===== src/core/usb3_regs_defs.svh =====
// Line numbers, field positions, masks and reset values of the USB 3.0 register bank.
// Assumes one-hot read/write strobe lines, each line one 32-bit word.
`ifndef USB3_REGS_DEFS_SVH
`define USB3_REGS_DEFS_SVH
// Strobe line numbers
`define L_CFG        0
`define L_CMD        1
`define L_IRQ        2
`define L_STAT       3
`define P_CFG        0
`define P_CMD        1
`define P_IRQE       2
`define P_IRQ        3
`define P_DMA        4
`define E_CFG        0
`define E_CTL        1
`define E_CLR        2
`define E_SET        3
`define E_LEN        4
`define E_PLEN       5
`define E_BUF        6
`define E_SEQ        7
`define E_SU0        9
`define E_SU1        10
`define O1_CFG       32
// Link command bits
`define CMD_RXDET    0
`define CMD_RECOVERY_REASON     3
`define CMD_ENTRY    10
`define CMD_EXIT     11
// Control endpoint state and event bits
`define ST_RESULT    0
`define ST_SETUP     1
`define ST_HALT      8
`define ST_DEFER     9
`define ST_WAIT_READY_STATE      10
`define ST_WAIT      14
`define ST_BUSY      15
`define EV_STALL     16
`define EV_SENDSTALL 19
`define EV_RETRY     24
`define EV_INVALID   25
`define EV_NRDY      27
// Implemented-bit masks
`define EP0_CTL_MASK 32'h0B0FC703
`define EP0_LEN_MASK 32'hE01FFFFF
`define PRTE_MASK    24'hFF00FF
// Reset value of every register
`define BANK_RESET   '0
`endif


===== src/core/usb3_regs_pkg.sv =====
// Types of the USB 3.0 register bank: endpoint reply codes and the state record.
// Assumes the constants header is compiled alongside.
package usb3_regs_pkg;
  typedef enum logic [2:0] {
    REPLY_NONE  = 3'h0,
    REPLY_ACK1  = 3'h1,
    REPLY_RETRY = 3'h2,
    REPLY_ACK0  = 3'h3,
    REPLY_STALL = 3'h4,
    REPLY_NRDY  = 3'h5,
    REPLY_ERDY  = 3'h6,
    REPLY_FINAL = 3'h7
  } reply_e;

  typedef struct packed {
    logic [31:0] rd;
    logic        irq;
    logic        pwr_s1;
    logic        pwr_s2;
    logic        link_en;
    logic        pwr_acc;
    logic        scr_off;
    logic [1:0]  ext;
    logic [7:0]  u2t;
    logic        cmd_rxdet;
    logic        cmd_recovery_reason;
    logic        cmd_entry;
    logic        cmd_exit;
    logic [1:0]  pwr_lvl;
    logic        link_irq_en;
    logic [6:0]  reason;
    logic [8:0]  causes;
    logic [6:0]  dev_addr;
    logic        arb_reset;
    logic [23:0] prte_en;
    logic [3:0]  dma_up;
    logic [3:0]  ep_cfg;
    logic [31:0] ep_ctl;
    logic [31:0] ep_len;
    logic [19:0] ep_buf;
    logic [4:0]  ep_seq;
    logic [31:0] setup_lo;
    logic [31:0] setup_hi;
    logic        out1_en;
    reply_e      reply;
    logic        reply_vld;
  } regs_s;
endpackage : usb3_regs_pkg


===== src/core/usb3_device_control_registers.sv =====
// Control and status register bank of a USB 3.0 device link and protocol core.
// Assumes the link, protocol and endpoint engines run on REF_CLK_I and
// present events as one-cycle pulses; only the bus power pin is asynchronous.
// Strobes must be one-hot and last one cycle.
`timescale 1ns/10ps
`include "usb3_regs_defs.svh"
module usb3_device_control_registers (
  // Clock and reset
  input  wire logic                REF_CLK_I,
  input  wire logic                RESETN_I,

  // Register strobes and data
  input  wire logic [15:0]         LINK_REG_RE_I,
  input  wire logic [15:0]         LINK_REG_WE_I,
  input  wire logic [15:0]         PRTE_REG_RE_I,
  input  wire logic [15:0]         PRTE_REG_WE_I,
  input  wire logic [511:0]        XPP_REG_RE_I,
  input  wire logic [511:0]        XPP_REG_WE_I,
  input  wire logic [31:0]         REG_WDATA_I,
  output logic      [31:0]         REG_RDATA_O,

  // Link engine
  input  wire logic [4:0]          LINK_STATE_I,
  input  wire logic [8:0]          LINK_EVENT_I,
  input  wire logic [6:0]          RECOVERY_REASON_I,
  input  wire logic                ADDR_RESET_I,
  input  wire logic                BUS_POWER_ABSENT_I,
  output logic                     LINK_ENABLE_O,
  output logic                     POWER_ACCEPT_O,
  output logic                     SCRAMBLER_OFF_O,
  output logic      [7:0]          U1_TO_U2_TIMER_O,
  output logic                     RX_DETECT_CMD_O,
  output logic                     RECOVERY_CMD_O,
  output logic                     POWER_ENTRY_CMD_O,
  output logic                     POWER_EXIT_CMD_O,
  output logic      [1:0]          POWER_LEVEL_O,

  // Protocol layer
  input  wire logic [23:0]         EP_IRQ_REQ_I,
  output logic      [6:0]          DEVICE_ADDR_O,
  output logic                     ARBITER_RESET_O,
  output logic      [3:0]          DMA_UPPER_O,

  // Control endpoint engine
  input  wire logic                SETUP_RX_I,
  input  wire logic                SETUP_ERROR_I,
  input  wire logic [63:0]         SETUP_DATA_I,
  input  wire logic [31:0]         EP0_HW_SET_I,
  input  wire logic [20:0]         EP0_ACTUAL_LEN_I,
  output logic      [3:0]          EP0_CONFIG_O,
  output logic      [31:0]         EP0_LENGTH_O,
  output logic      [19:0]         EP0_BUFFER_O,
  output logic      [4:0]          EP0_SEQUENCE_O,
  output usb3_regs_pkg::reply_e    EP0_REPLY_O,
  output logic                     EP0_REPLY_VALID_O,
  output logic                     OUT1_ENABLE_O,

  // Interrupt and pins
  output logic                     IRQ_O,
  output logic      [1:0]          EXT_CTL_O
);
  import usb3_regs_pkg::*;

  // Bank state and its next value
  regs_s       s;
  regs_s       n;
  logic [1:0]  rst_q;
  logic        rst_n;
  logic [31:0] wd;
  logic [31:0] rd;
  logic [23:0] pend;
  logic [10:0] gone;
  logic        go_ok;

  // Reset release through two flops so every flop leaves reset on one edge
  // The raw pin only clears; it never releases
  always_ff @(posedge REF_CLK_I or negedge RESETN_I) begin
    if (!RESETN_I) begin
      rst_q <= 2'h0;
    end else begin
      rst_q <= {rst_q[0], 1'b1};
    end
  end
  assign rst_n = rst_q[1];

  // Outputs straight from the state record
  // No gate in front of any output
  assign REG_RDATA_O       = s.rd;
  assign IRQ_O             = s.irq;
  assign EXT_CTL_O         = s.ext;
  assign LINK_ENABLE_O     = s.link_en;
  assign POWER_ACCEPT_O    = s.pwr_acc;
  assign SCRAMBLER_OFF_O   = s.scr_off;
  assign U1_TO_U2_TIMER_O  = s.u2t;
  assign RX_DETECT_CMD_O   = s.cmd_rxdet;
  assign RECOVERY_CMD_O    = s.cmd_recovery_reason;
  assign POWER_ENTRY_CMD_O = s.cmd_entry;
  assign POWER_EXIT_CMD_O  = s.cmd_exit;
  assign POWER_LEVEL_O     = s.pwr_lvl;
  assign DEVICE_ADDR_O     = s.dev_addr;
  assign ARBITER_RESET_O   = s.arb_reset;
  assign DMA_UPPER_O       = s.dma_up;
  assign EP0_CONFIG_O      = s.ep_cfg;
  assign EP0_LENGTH_O      = s.ep_len;
  assign EP0_BUFFER_O      = s.ep_buf;
  assign EP0_SEQUENCE_O    = s.ep_seq;
  assign EP0_REPLY_O       = s.reply;
  assign EP0_REPLY_VALID_O = s.reply_vld;
  assign OUT1_ENABLE_O     = s.out1_en;

  assign wd = REG_WDATA_I;

  // Pending sources: control endpoint from its state bits, others from engines
  // Lines 8 to 15 have no source
  assign pend = {EP_IRQ_REQ_I[23:1], |s.ep_ctl[13:0]} & `PRTE_MASK;

  // Read multiplexer; strobes are one-hot so the OR of selected words is exact
  always_comb begin
    rd = 32'h0;
    // Link lines
    if (LINK_REG_RE_I[`L_CFG]) begin
      rd = rd | {16'h0, s.u2t, 2'h0, s.ext, 1'b0, s.scr_off, s.pwr_acc, s.link_en};
    end
    if (LINK_REG_RE_I[`L_IRQ]) begin
      rd = rd | {30'h0, s.link_irq_en, |s.causes};
    end
    if (LINK_REG_RE_I[`L_STAT]) begin
      rd = rd | {s.pwr_s2, (s.dev_addr == 7'h0), 1'b0, LINK_STATE_I,
                 8'h0, s.causes, s.reason};
    end

    // Protocol lines
    if (PRTE_REG_RE_I[`P_CFG]) begin
      rd = rd | {25'h0, s.dev_addr};
    end
    if (PRTE_REG_RE_I[`P_IRQE]) begin
      rd = rd | {8'h0, s.prte_en};
    end
    if (PRTE_REG_RE_I[`P_IRQ]) begin
      rd = rd | {8'h0, pend};
    end
    if (PRTE_REG_RE_I[`P_DMA]) begin
      rd = rd | {s.dma_up, 28'h0};
    end

    // Control endpoint lines
    if (XPP_REG_RE_I[`E_CFG]) begin
      rd = rd | {28'h0, s.ep_cfg};
    end
    // Busy hides itself while any of bits 0 to 13 is up; the wait bit (14) does not hide it
    if (XPP_REG_RE_I[`E_CTL]) begin
      rd = rd | {s.ep_ctl[31:16], s.ep_ctl[`ST_BUSY] & ~|s.ep_ctl[13:0],
                 s.ep_ctl[14:0]};
    end
    if (XPP_REG_RE_I[`E_LEN]) begin
      rd = rd | s.ep_len;
    end

    // Length flags 31 and 30 copy the length word; bit 29 reads zero
    if (XPP_REG_RE_I[`E_PLEN]) begin
      rd = rd | {s.ep_len[31:30], 9'h0, EP0_ACTUAL_LEN_I};
    end
    if (XPP_REG_RE_I[`E_BUF]) begin
      rd = rd | {4'h0, s.ep_buf, 8'h0};
    end
    if (XPP_REG_RE_I[`E_SEQ]) begin
      rd = rd | {27'h0, s.ep_seq};
    end
    if (XPP_REG_RE_I[`E_SU0]) begin
      rd = rd | s.setup_lo;
    end
    if (XPP_REG_RE_I[`E_SU1]) begin
      rd = rd | s.setup_hi;
    end

    // OUT endpoint 1 enable only
    if (XPP_REG_RE_I[`O1_CFG]) begin
      rd = rd | {31'h0, s.out1_en};
    end
  end

  // Next-state logic: software effects first, hardware sets last so they win
  always_comb begin
    n = s;
    gone = 11'h0;
    go_ok = s.link_en;
    n.rd = rd;
    // Two-flop sync; only flop two is read
    n.pwr_s1 = BUS_POWER_ABSENT_I;
    n.pwr_s2 = s.pwr_s1;
    // Pulses drop every cycle
    n.cmd_rxdet = 1'b0;
    n.cmd_recovery_reason = 1'b0;
    n.cmd_entry = 1'b0;
    n.cmd_exit = 1'b0;
    n.arb_reset = 1'b0;
    n.reply = REPLY_NONE;
    n.reply_vld = 1'b0;

    // Link configuration
    // Bits 3, 6 and 7 are dropped
    if (LINK_REG_WE_I[`L_CFG]) begin
      n.link_en = wd[0];
      n.pwr_acc = wd[1];
      n.scr_off = wd[2];
      n.ext = wd[5:4];
      n.u2t = wd[15:8];
    end

    // Commands decode each bit; software keeps them one-hot. Without the
    // bus enable no transition is requested at all, so only a drop to
    // SS_Disable (made by the link engine itself) can happen.
    if (LINK_REG_WE_I[`L_CMD]) begin
      n.cmd_rxdet = wd[`CMD_RXDET] & go_ok;
      n.cmd_recovery_reason = wd[`CMD_RECOVERY_REASON] & go_ok;
      n.cmd_entry = wd[`CMD_ENTRY] & go_ok & (wd[9:8] != 2'h0);
      n.cmd_exit = wd[`CMD_EXIT] & go_ok;
      if (wd[`CMD_ENTRY]) begin
        n.pwr_lvl = wd[9:8];
      end
    end

    // Pending is derived, not stored
    if (LINK_REG_WE_I[`L_IRQ]) begin
      n.link_irq_en = wd[1];
    end

    // Causes: write one clears, a same-cycle event still sets
    if (LINK_REG_WE_I[`L_STAT]) begin
      n.causes = s.causes & ~wd[15:7];
    end
    // Reason kept while cause bit 0 (status bit 7) is up
    if (LINK_EVENT_I[0] && !n.causes[0]) begin
      n.reason = RECOVERY_REASON_I;
    end
    n.causes = n.causes | LINK_EVENT_I;

    // Protocol layer
    if (PRTE_REG_WE_I[`P_CFG]) begin
      n.dev_addr = wd[6:0];
    end
    // Engine clear beats a software write
    if (ADDR_RESET_I) begin
      n.dev_addr = 7'h0;
    end

    // A pulse, not a stored bit
    if (PRTE_REG_WE_I[`P_CMD]) begin
      n.arb_reset = wd[0];
    end

    // Sourceless bits stay masked
    if (PRTE_REG_WE_I[`P_IRQE]) begin
      n.prte_en = wd[23:0] & `PRTE_MASK;
    end
    if (PRTE_REG_WE_I[`P_DMA]) begin
      n.dma_up = wd[31:28];
    end

    // Control endpoint plain registers
    if (XPP_REG_WE_I[`E_CFG]) begin
      n.ep_cfg = wd[3:0];
    end

    // Only documented length fields
    if (XPP_REG_WE_I[`E_LEN]) begin
      n.ep_len = wd & `EP0_LEN_MASK;
    end
    if (XPP_REG_WE_I[`E_BUF]) begin
      n.ep_buf = wd[27:8];
    end
    if (XPP_REG_WE_I[`E_SEQ]) begin
      n.ep_seq = wd[4:0];
    end
    if (XPP_REG_WE_I[`E_SU0]) begin
      n.setup_lo = wd;
    end
    if (XPP_REG_WE_I[`E_SU1]) begin
      n.setup_hi = wd;
    end

    // OUT endpoint 1 enable only
    if (XPP_REG_WE_I[`O1_CFG]) begin
      n.out1_en = wd[0];
    end

    // Control register: direct, clear alias and set alias
    if (XPP_REG_WE_I[`E_CTL]) begin
      n.ep_ctl = wd & `EP0_CTL_MASK;
    end
    if (XPP_REG_WE_I[`E_CLR]) begin
      n.ep_ctl = n.ep_ctl & ~wd;
    end
    // Masked so holes stay zero
    if (XPP_REG_WE_I[`E_SET]) begin
      n.ep_ctl = n.ep_ctl | (wd & `EP0_CTL_MASK);
    end
    // Dropping busy while awaiting a packet returns to idle
    if (s.ep_ctl[`ST_WAIT] && s.ep_ctl[`ST_BUSY] && !n.ep_ctl[`ST_BUSY]) begin
      n.ep_ctl[`ST_WAIT] = 1'b0;
    end

    // Automatic exits stand in for the software clear
    if (s.ep_cfg[1]) begin
      n.ep_ctl[`ST_SETUP] = 1'b0;
    end
    if (s.ep_cfg[2]) begin
      n.ep_ctl[`ST_RESULT] = 1'b0;
    end
    if (s.ep_cfg[3] && s.ep_ctl[`ST_HALT]) begin
      n.ep_ctl[`ST_HALT] = 1'b0;
      n.ep_ctl[`EV_SENDSTALL] = 1'b1;
    end

    // One reply per cycle; if several states drop together only the first of
    // setup, result, halt, defer/wait-ready is answered, so software should clear one at a time
    gone = s.ep_ctl[10:0] & ~n.ep_ctl[10:0];
    if (gone[`ST_SETUP]) begin
      n.reply_vld = 1'b1;
      // Disabled beats a receive error
      if (s.ep_ctl[`EV_INVALID]) begin
        n.reply = REPLY_ACK0;
      end else if (s.ep_ctl[`EV_RETRY]) begin
        n.reply = REPLY_RETRY;
      end else begin
        n.reply = REPLY_ACK1;
      end
    end else if (gone[`ST_RESULT]) begin
      n.reply_vld = 1'b1;
      // Stall event first, then the enable
      if (s.ep_ctl[`EV_STALL]) begin
        n.reply = REPLY_STALL;
      end else if (!s.ep_cfg[0]) begin
        n.reply = REPLY_NRDY;
        n.ep_ctl[`EV_NRDY] = 1'b1;
      end else begin
        n.reply = REPLY_FINAL;
      end
    end else if (gone[`ST_HALT]) begin
      n.reply_vld = 1'b1;
      n.reply = REPLY_STALL;
    end else if (gone[`ST_DEFER] || gone[`ST_WAIT_READY_STATE]) begin
      n.reply_vld = 1'b1;
      n.reply = REPLY_ERDY;
    end

    // Hardware sets win over any clear in the same cycle
    n.ep_ctl = n.ep_ctl | (EP0_HW_SET_I & `EP0_CTL_MASK);
    // Captured even while disabled
    if (SETUP_RX_I) begin
      n.setup_lo = SETUP_DATA_I[31:0];
      n.setup_hi = SETUP_DATA_I[63:32];
      n.ep_ctl[`ST_SETUP] = 1'b1;
      n.ep_ctl[`EV_RETRY] = n.ep_ctl[`EV_RETRY] | SETUP_ERROR_I;
      n.ep_ctl[`EV_INVALID] = n.ep_ctl[`EV_INVALID] | ~s.ep_cfg[0];
    end

    // Level interrupt from the settled register state and the raw EP_IRQ_REQ_I lines
    // Lags a link event by two edges, an EP_IRQ_REQ_I line by one
    n.irq = (s.link_irq_en & |s.causes) | |(pend & s.prte_en);
  end

  // The whole bank in one register
  // Constants only in the reset branch
  always_ff @(posedge REF_CLK_I or negedge rst_n) begin
    if (!rst_n) begin
      s <= `BANK_RESET;
    end else begin
      s <= n;
    end
  end

endmodule : usb3_device_control_registers


===== config.mk =====
export PLATFORM = sky130hd
export DESIGN_NAME = usb3_device_control_registers
export DESIGN_NICKNAME = d
export VERILOG_FILES = /design/src/core/usb3_regs_pkg.sv /design/src/core/usb3_device_control_registers.sv
export VERILOG_INCLUDE_DIRS = /design/src /design/src/core
export SDC_FILE = /design/constraint.sdc
export NUM_CORES = 1
export LEC_CHECK = 0
export BUFFER_PORTS_ARGS = -buffer_cell sky130_fd_sc_hd__buf_2
export CAP_MARGIN = 25
export CORE_AREA = 5 5 548 550
export CTS_CLUSTER_DIAMETER = 30
export DETAILED_ROUTE_END_ITERATION = 8
export DIE_AREA = 0 0 553 555
export SLEW_MARGIN = 30
export SYNTH_ARGS = -nofsm -noshare
export SYNTH_HDL_FRONTEND = slang
export SYNTH_SLANG_ARGS = --single-unit

===== constraint.sdc =====
create_clock -name REF_CLK_I -period 20.6 [get_ports REF_CLK_I]
set_input_delay 1.03 -clock REF_CLK_I [delete_from_list [all_inputs] [get_ports REF_CLK_I]]
set_output_delay 1.03 -clock REF_CLK_I [all_outputs]
set_load 0.05 [all_outputs]

==> results.sh, run 1 <==
export IMPL_dp_hpwl_mm=57.9
export IMPL_die_w_um=553
export IMPL_synth_most_common_cell="dfrtp_1"
export IMPL_finalCritPeriodShare_pct=15.0
export IMPL_async_reset_ff_share_pct=100
export IMPL_max_slew_margin_pct=30.6
export IMPL_gp_congestion=0.771
export IMPL_cts_tree="built"
export IMPL_final_setup_tns_ps=0
export IMPL_drv_slew=0
export IMPL_rsz0062_at_grt="false"
export IMPL_yosys_area_top_type="dfrtp_1"
export IMPL_grt_max_degree=70
export IMPL_reg2reg_to="s[182]"
export IMPL_ff2ff_setup_slack_ps=17510
export IMPL_drt_wl_total_mm=73.0
export IMPL_start_util_pct=4.12
export IMPL_synthSimpleGateAreaFrac_pct=8.12
export IMPL_yosysTopAreaCellShare_pct=52.4
export IMPL_p_total_mw=1.55
export IMPL_worstMarginPinSlew_ps=1040
export IMPL_whs_ps=269
export IMPL_max_freq_mhz=324
export IMPL_path_class="flop to async pin"
export IMPL_synth_flop_cell="dfrtp_1"
export IMPL_clock_path_buffers=3
export IMPL_stdcell_area_um2=19100
export IMPL_cts_root_buf="clkbuf_16"
export IMPL_cts_made_buffers=36
export IMPL_setup_ws_ps=17510
export IMPL_cts_htree_levels=2
export IMPL_synth_compound_area_share_pct=14.7
export IMPL_clk_pin_slew_ps=50
export IMPL_peakVddDrop_mv=0.0486
export IMPL_synth_top_family_by_area="multiplexers"
export IMPL_synthAdderAreaFrac_pct=0
export IMPL_wl_per_cell_um=13.8
export IMPL_synth_xor_area_share_pct=0
export IMPL_avgSynthCellArea_um2=11.1
export IMPL_core_area_um2=295000
export IMPL_synth_edf_count=0
export IMPL_area_growth_syn_to_layout_pct=57.2
export IMPL_syn_area_um2=12200
export IMPL_cts_hold_buf=0
export IMPL_place_area_um2=17800
export IMPL_die_height_um=555
export IMPL_setup_viol=0
export IMPL_skew_ps=23.7
export IMPL_netlist_top_cells_count="255 x dfrtp_1, 119 x buf_4, 116 x nand2_1, 96 x mux2_2, 87 x a22oi_1"
export IMPL_post_cts_buffers=0
export IMPL_reg2reg_depth=3
export IMPL_drtAntennaViolNets=0
export IMPL_placementRows=200
export IMPL_hold_violations=0
export IMPL_p_leak_nw=6.91
export IMPL_vias=9926
export IMPL_finalNetCount=2592
export IMPL_power_density_nw_per_um2=80.9
export IMPL_drc=0
export IMPL_drive_gt1_share_pct=38.6
export IMPL_cp_end_kind="async pin"
export IMPL_clkLatencyLatePin_ps=560
export IMPL_cts_resized=0
export IMPL_synthTopCellsByArea="dfrtp_1 52%, mux2_2 8.9%, buf_4 7.3%, mux2i_1 5.9%, a22oi_1 5.4%"
export IMPL_ys_ff_latch=255
export IMPL_hp_class="input port to async pin"
export IMPL_dpl_worst_slack_ps=17340
export IMPL_synth_mux_area_fraction_pct=14.8
export IMPL_io_buffers=328
export IMPL_antenna_found_initial=23
export IMPL_worstPathRequired_ps=21180
export IMPL_grt_pass1_wl_mm=93.8
export IMPL_drv_cap=0
export IMPL_yosysSeqAreaShare_pct=52.4
export IMPL_min_period_ps=3090
export IMPL_synthCells=1101
export IMPL_drt_iter0_markers=848
export IMPL_status="finished clean"
export IMPL_vias_per_cell=1.87
export IMPL_first_pass_iters=5
export IMPL_clkSinkCount=255
export IMPL_startpoint_type="flop"
export IMPL_ys_warn_count=0
export IMPL_die_area_um2=307000
export IMPL_r2r_start="rst_q[1]"
export IMPL_synth_cell_type_count=42
export IMPL_grt_ovfl_total=0
export IMPL_worst_path_max_fanout=62
export IMPL_io_pins=1418
export IMPL_track_usage_pct=4.55
export IMPL_grt_pass1_vias=10100
export IMPL_cp_arrival_ps=3670
layout by cell type (no fill, tap or decap), types with 2 or more instances in the layout:
master and n:
mux2_2 96, nor4_1 5, nand2b_1 2, bufinv_16 5, o2111ai_1 2, a222oi_1 14
a22o_1 13, clkinv_8 5, a21oi_1 28, clkbuf_16 36, inv_1 8, a22oi_1 87
conb_1 9, nor2b_1 6, inv_6 3, a221oi_1 12, o21ai_0 80, nand2_1 116
a221o_1 2, o31ai_1 4, and3_1 22, inv_8 2, a211o_1 2, nor2_1 25
nand4_1 17, clkbuf_1 3, mux2i_1 72, clkinv_4 3, diode_2 34, a21o_1 10
buf_2 326, clkinv_2 4, nand3_1 10, buf_4 22, clkbuf_8 3, and3b_1 2
and2_1 2, or2_2 4, dfrtp_1 254
registers in the layout (all words and copies together), names as in the netlist, 3 cells and up:
signal and cells:
EP0_LENGTH_O 24, U1_TO_U2_TIMER_O 8, REG_RDATA_O 32, EP0_REPLY_O 3
EP0_SEQUENCE_O 5, DEVICE_ADDR_O 7, EP0_CONFIG_O 4, EP0_BUFFER_O 20
DMA_UPPER_O 4, s 130
stage by stage:
stage | cells | utilization, %
after CTS | 5270 | 6.45
after global placement | 5205 | 6.02
after detailed placement | 5205 | 6.02
after global routing | 5302 | 6.48
final | 5304 | 6.48
after floorplan | 1108 | -
area by class of cell:
type / count / area (µm²)
clock buffer: 42 / 953
inverter: 9 / 33.8
multi-input combinational: 654 / 4620
antenna: 34 / 85.1
tap: 3939 / 4930
fill: 34800 / 276000
clock inverter: 23 / 334
sequential: 255 / 6380
timing repair buffer: 348 / 1800
layer usage:
metal	routed length, µm	global-route usage [%]	up-vias
met4	4400	2.90	4
met3	4700	1.15	139
met1	17700	3.22	5102
met2	46200	10.1	378
met5	27	0	-
li1	-	-	4303
kinds of logic (layout without fill, tap and decap cells):
group,Yosys count,in the layout
AND/OR/NAND/NOR,215,215
buffers and inverters,199,422
multiplexers,168,168
AO/OA/AOI/OAI,262,262
other,2,43
flip-flops,255,255
worst max-delay path by stage:
stage	start	to	slack, ps
finish	rst_q[1]	s[182]	17510
global route	rst_q[1]	REG_RDATA_O[13]	17020
CTS	rst_q[1]	EP0_LENGTH_O[13]	17340
detailed placement	rst_q[1]	EP0_LENGTH_O[13]	17340
global placement	rst_q[1]	EP0_LENGTH_O[13]	17360
floorplan	rst_q[1]	ARBITER_RESET_O	12970
where the power goes:
group	switching, mW	internal (mW)
registers	0.0411	0.544
clock network	0.266	0.405
logic	0.208	0.0837
total	0.515	1.03
worst max-delay path, stage by stage (launching register included):
cell and delay (ps):
dfrtp_4 920, buf_4 540, buf_4 760, buf_4 720
(Power assumes the default switching activity.)
==> run 2, diff against run 1 <==
--- a/config.mk
+++ b/config.mk
@@ -6,12 +6,13 @@
 export SDC_FILE = /design/constraint.sdc
 export NUM_CORES = 1
 export LEC_CHECK = 0
+export ABC_AREA = 1
 export BUFFER_PORTS_ARGS = -buffer_cell sky130_fd_sc_hd__buf_2
 export CAP_MARGIN = 25
-export CORE_AREA = 5 5 548 550
+export CORE_AREA = 5 5 557 559
 export CTS_CLUSTER_DIAMETER = 30
 export DETAILED_ROUTE_END_ITERATION = 8
-export DIE_AREA = 0 0 553 555
+export DIE_AREA = 0 0 562 564
 export SLEW_MARGIN = 30
 export SYNTH_ARGS = -nofsm -noshare
 export SYNTH_HDL_FRONTEND = slang
==> constraint.sdc (replaced) <==
create_clock -name REF_CLK_I -period 3.2 [get_ports REF_CLK_I]
set_input_delay 0.16 -clock REF_CLK_I [delete_from_list [all_inputs] [get_ports REF_CLK_I]]
set_output_delay 0.16 -clock REF_CLK_I [all_outputs]
set_load 0.05 [all_outputs]
==> run 2 against run 1 <==
Wire length increased by 29%; combinational power increased to 8.0 times the previous value; clock skew increased by 16 ps; largest power group unchanged; critical path depth increased by 4; fmax increased by 13%; worst hold slack got worse by 230 ps; critical endpoint is now IRQ_O; synthesized cell count increased by 26%; via count increased by 23%.
==> results.sh, run 2 <==
export IMPL_status="finished clean"
export IMPL_cts_htree_levels=2
export IMPL_setup_viol=0
export IMPL_yosysTopAreaCellShare_pct=52.1
export IMPL_highest_layer="met5"
export IMPL_finalCritPeriodShare_pct=85.5
export IMPL_io_pins=1418
export IMPL_yosysSeqAreaShare_pct=52.1
export IMPL_synthCells=1389
export IMPL_cts_resized=0
export IMPL_ys_ff_latch=255
export IMPL_m1WireLength_mm=23.3
export IMPL_clkLatencyLatePin_ps=580
export IMPL_max_freq_mhz=365
export IMPL_track_usage_pct=5.73
export IMPL_io_buffers=328
export IMPL_drc=0
export IMPL_p_leak_nw=8.09
export IMPL_die_height_um=564
export IMPL_drv_cap=0
export IMPL_first_pass_iters=5
export IMPL_wl_met3_mm=7.49
export IMPL_drv_slew=0
export IMPL_worst_path_max_fanout=3
export IMPL_synth_most_common_cell="nand2_1"
export IMPL_cts_made_buffers=35
export IMPL_die_w_um=562
export IMPL_p_total_mw=10.2
export IMPL_clkSinkCount=255
export IMPL_largest_register_ffs=130
export IMPL_ff2ff_setup_slack_ps=460
export IMPL_wl_met2_mm=55.0
export IMPL_start_util_pct=4.02
export IMPL_drive_gt1_share_pct=25.3
export IMPL_antenna_found_initial=52
export IMPL_grt_max_degree=127
export IMPL_clk_pin_slew_ps=70
export IMPL_top_register="s"
export IMPL_min_period_ps=2740
export IMPL_vias_per_cell=2.07
export IMPL_placementRows=203
export IMPL_layout_commonest_cell="nand2_1"
export IMPL_cts_root_buf="clkbuf_16"
export IMPL_yosys_area_top_type="dfrtp_1"
export IMPL_hold_violations=0
export IMPL_max_slew_margin_pct=33.8
export IMPL_async_reset_ff_share_pct=100
export IMPL_netlist_top_cells_count="369 x nand2_1, 255 x dfrtp_1, 119 x buf_4, 103 x nand3_1, 99 x inv_1"
export IMPL_syn_area_um2=12300
export IMPL_synth_edf_count=0
export IMPL_core_area_um2=305000
export IMPL_cts_tree="built"
export IMPL_final_setup_tns_ps=0
export IMPL_cp_arrival_ps=3170
export IMPL_drtAntennaViolNets=0
export IMPL_avgSynthCellArea_um2=8.82
export IMPL_peakVddDrop_mv=0.292
export IMPL_power_density_nw_per_um2=472
export IMPL_startpoint_type="flop"
export IMPL_dp_hpwl_mm=77.0
export IMPL_rsz0062_at_grt="false"
export IMPL_die_area_um2=317000
export IMPL_path_class="flop to flop"
export IMPL_hp_class="input port to flop"
export IMPL_grt_pass1_wl_mm=119
export IMPL_worstPathRequired_ps=3640
export IMPL_area_growth_syn_to_layout_pct=76.2
export IMPL_ys_warn_count=0
export IMPL_vias=12200
export IMPL_synthTopCellsByArea="dfrtp_1 52%, nand2_1 11%, buf_4 7.3%, nand3_1 4.2%, o21ai_0 3.5%"
export IMPL_skew_ps=40.0
export IMPL_drt_iter0_markers=1068
export IMPL_cp_end_kind="flop"
export IMPL_grt_pass1_vias=12500
export IMPL_finalNetCount=3119
export IMPL_synth_cell_type_count=38
export IMPL_synth_flop_cell="dfrtp_1"
export IMPL_grt_ovfl_total=0
export IMPL_drt_wl_total_mm=94.4
export IMPL_final_cell_mix="369 x nand2_1, 327 x buf_2, 254 x dfrtp_1, 227 x dlygate4sd3_1, 103 x nand3_1"
export IMPL_wl_per_cell_um=16.0
export IMPL_clock_path_buffers=3
export IMPL_gp_congestion=0.801
export IMPL_worstMarginPinSlew_ps=994
-- run 2: cell types whose count changed after synthesis, sizes merged, moves of 66 or more --
cell   change
inv       +94
nand3     +93
mux2i     -72
mux2      -66
nand2    +257
a22oi     -77
-- run 2: logic make-up (layout without fill, tap and decap cells) --
logic type | after synthesis | count (layout) | share of synthesized area, %
simple gates | 544 | 544 | 18.5
buf+inv | 293 | 754 | 13.2
compound gates | 265 | 265 | 13.5
mux | 30 | 30 | 2.76
other cells | 2 | 44 | 0.0613
flops | 255 | 255 | 52.1
-- run 2: routing by layer --
metal	global-route usage (%)	up-vias
li1	-	5444
met4	4.94	10
met1	4.08	5947
met3	1.79	227
met5	0	-
met2	11.8	565
-- run 2: final timing paths --
path / start / endpoint / cells past startpoint
min: REG_WDATA_I[8] / s[199] / 3
min in group asynchronous: rst_q[1] / EP0_BUFFER_O[0] / 0
max in group asynchronous: rst_q[1] / EXT_CTL_O[1] / 1
min reg2reg: rst_q[1] / EP0_BUFFER_O[0] / 0
max reg2reg: s[182] / IRQ_O / 7
max: s[182] / IRQ_O / 7
-- run 2: cell type report --
cell class	instances	area (µm²)
clock buffer	40	926
multi-input combinational	848	4310
timing repair buffer	586	4200
sequential	255	6380
antenna	35	87.6
inverter	105	397
fill	35600	283000
clock inverter	23	284
tap	3997	5000
-- run 2: worst max-delay path, cell delays in order (launching register included) --
cell and delay [ps]:
dfrtp_1 500, nand2_1 120, nand2_1 50, dlygate4sd3_1 550, nor3_1 180, dlygate4sd3_1 580
nand4_1 90, dlygate4sd3_1 570
-- run 2: where the power goes --
group / leakage, nW / total, mW / switching (mW) / internal [mW]
clock network: 0.590 / 4.17 / 1.77 / 2.40
logic: 4.53 / 2.33 / 1.64 / 0.685
registers: 2.97 / 3.70 / 0.203 / 3.50
total: 8.09 / 10.2 / 3.61 / 6.58
-- run 2: repair_timing --
item / CTS / global route
endpoints found under the hold margin: 217 / 0
setup buffers: 0 / 0
hold buffers: 227 / 0
-- run 2: per-stage QoR --
step                setup slack [ps]  utilization (%)  cell area (µm²)  hold WS, ps  instances
global route                     386             7.08            21600         49.8       5880
CTS                              454             7.06            21500         13.8       5854
detailed placement               873             5.92            18000         17.6       5564
floorplan                        639                -            12300         -136       1396
finish                           463             7.09            21600         43.1       5889
global placement                 885             5.92            18000         17.1       5564
==> run 3, diff against run 2 <==
--- a/config.mk
+++ b/config.mk
@@ -6,13 +6,13 @@
 export SDC_FILE = /design/constraint.sdc
 export NUM_CORES = 1
 export LEC_CHECK = 0
-export ABC_AREA = 1
+export ABC_AREA = 0
 export BUFFER_PORTS_ARGS = -buffer_cell sky130_fd_sc_hd__buf_2
 export CAP_MARGIN = 25
-export CORE_AREA = 5 5 557 559
+export CORE_AREA = 5 5 555 557
 export CTS_CLUSTER_DIAMETER = 30
 export DETAILED_ROUTE_END_ITERATION = 8
-export DIE_AREA = 0 0 562 564
+export DIE_AREA = 0 0 560 562
 export SLEW_MARGIN = 30
 export SYNTH_ARGS = -nofsm -noshare
 export SYNTH_HDL_FRONTEND = slang
==> run 3 against run 2 <==
Clock power shrank 14%; combinational power shrank 5%; critical path type unchanged; first-iteration DRC count shrank 7.5%; fmax shrank 0.50%; utilization grew 0.13 points; final area grew 1.1%; die area shrank 0.71%; final cell count shrank 4.5%; critical endpoint is now REG_RDATA_O[2]; global-route usage shrank 1.1 points; count of clock-buffer cells in the layout shrank 6.
==> results.sh, run 3 (synthesis results as in run 1) <==
export IMPL_grt_pass1_vias=12000
export IMPL_reg2reg_depth=5
export IMPL_io_buffers=328
export IMPL_r2r_start="EP0_CONFIG_O[2]"
export IMPL_grt_ovfl_total=0
export IMPL_die_w_um=560
export IMPL_placementRows=202
export IMPL_vias_per_cell=2.01
export IMPL_start_util_pct=4.03
export IMPL_final_setup_tns_ps=0
export IMPL_ff2ff_setup_slack_ps=450
export IMPL_die_area_um2=315000
export IMPL_startpoint_type="flop"
export IMPL_drt_iter0_markers=988
export IMPL_cts_tree="built"
export IMPL_cp_arrival_ps=3210
export IMPL_worstMarginPinSlew_ps=978
export IMPL_wl_per_cell_um=13.6
export IMPL_clkSinkCount=255
export IMPL_clock_path_buffers=3
export IMPL_grt_max_degree=65
export IMPL_io_pins=1418
export IMPL_drc=0
export IMPL_p_leak_nw=7.90
export IMPL_drive_gt1_share_pct=31.7
export IMPL_first_pass_iters=6
export IMPL_peakVddDrop_mv=0.409
export IMPL_max_freq_mhz=364
export IMPL_path_class="flop to flop"
export IMPL_worst_path_max_fanout=7
export IMPL_worstHoldStart="SETUP_RX_I"
export IMPL_final_cell_mix="326 x buf_2, 270 x dlygate4sd3_1, 254 x dfrtp_1, 116 x nand2_1, 96 x mux2_2"
export IMPL_placedCellCount=5247
export IMPL_final_cells=5624
export IMPL_layout_commonest_cell="buf_2"
export IMPL_cts_made_buffers=30
export IMPL_cts_root_buf="clkbuf_16"
export IMPL_drv_cap=0
export IMPL_grt_pass1_wl_mm=99.9
export IMPL_hp_class="input port to flop"
export IMPL_drt_wl_total_mm=76.4
export IMPL_status="finished clean"
export IMPL_setup_viol=0
export IMPL_gp_congestion=0.774
export IMPL_dp_hpwl_mm=59.3
export IMPL_finalNetCount=2859
export IMPL_largest_register_ffs=130
export IMPL_core_area_um2=302000
export IMPL_rsz0062_at_grt="false"
export IMPL_max_slew_margin_pct=34.8
export IMPL_antenna_found_initial=22
export IMPL_clk_pin_slew_ps=70
export IMPL_min_path_cells=2
export IMPL_cp_end_kind="flop"
export IMPL_skew_ps=36.3
export IMPL_reg2reg_to="REG_RDATA_O[2]"
export IMPL_power_density_nw_per_um2=440
export IMPL_finalCritPeriodShare_pct=86.0
export IMPL_top_register="s"
export IMPL_drtAntennaViolNets=0
export IMPL_worstPathRequired_ps=3660
export IMPL_min_period_ps=2750
export IMPL_vias=11300
export IMPL_die_height_um=562
export IMPL_post_cts_buffers=0
export IMPL_drv_slew=0
export IMPL_cts_htree_levels=1
export IMPL_clkLatencyLatePin_ps=630
export IMPL_area_growth_syn_to_layout_pct=79.2
export IMPL_hold_violations=0
export IMPL_track_usage_pct=4.62
export IMPL_hold_end="s[21]"
-- run 3: worst max-delay path, cell delays in order, from the launching register on --
cell and delay (ps):
dfrtp_1 670, a22o_1 320, dlygate4sd3_1 560, a221oi_1 280
dlygate4sd3_1 600, nand3_1 150
-- run 3: power by group --
| group | switching, mW | total [mW] | leakage [nW] | internal (mW) |
|---|---|---|---|---|
| sequential | 0.293 | 3.79 | 2.96 | 3.50 |
| combinational | 1.40 | 2.22 | 4.45 | 0.817 |
| clock | 1.69 | 3.59 | 0.492 | 1.90 |
| total | 3.38 | 9.60 | 7.90 | 6.22 |
-- run 3: repair_timing --
action,in CTS,in global routing
gates resized for setup,0,0
endpoints found under the hold margin,229,0
hold buffers,270,0
-- run 3: area by class of cell --
cell class	instances	area [µm²]
Antenna cell	52	130
Clock buffer	34	766
Clock inverter	21	274
Fill cell	35000	280000
Inverter	9	33.8
Multi-Input combinational cell	654	4620
Sequential cell	255	6380
Tap cell	3978	4980
Timing Repair Buffer	621	4630
-- run 3: through the flow --
| stage | util (%) | worst slack [ps] | power, mW | cell area, µm² | hold WS [ps] |
|---|---|---|---|---|---|
| floorplan | - | 639 | 5.06 | 12200 | -136 |
| global placement | 5.93 | 860 | 5.78 | 17900 | -53.7 |
| detailed placement | 5.94 | 833 | 5.80 | 17900 | -51.1 |
| CTS | 7.18 | 534 | 9.75 | 21700 | 3.52 |
| global route | 7.22 | 406 | 9.97 | 21800 | 37.5 |
| finish | 7.22 | 450 | 9.60 | 21800 | 46.3 |
-- run 3: per-layer routing --
| metal | up-vias | GRT usage, % | part of all wire, % |
|---|---|---|---|
| li1 | 4862 | - | - |
| met1 | 5710 | 3.36 | 25 |
| met2 | 511 | 9.99 | 62 |
| met3 | 220 | 0.736 | 4.9 |
| met4 | 2 | 3.88 | 8.3 |
| met5 | - | 0 | 0.014 |
-- run 3: worst max-delay path by stage --
stage | start | endpoint | slack [ps] | cells after the start
6_report | EP0_CONFIG_O[2] | REG_RDATA_O[2] | 450 | 5
4_1_cts | EP0_CONFIG_O[1] | REG_RDATA_O[1] | 530 | 6
2_1_floorplan | rst_q[1] | ARBITER_RESET_O | 640 | 0
3_5_place_dp | s[169] | IRQ_O | 830 | 5
3_3_place_gp | s[169] | IRQ_O | 860 | 5
5_1_grt | EP0_CONFIG_O[2] | REG_RDATA_O[2] | 410 | 5
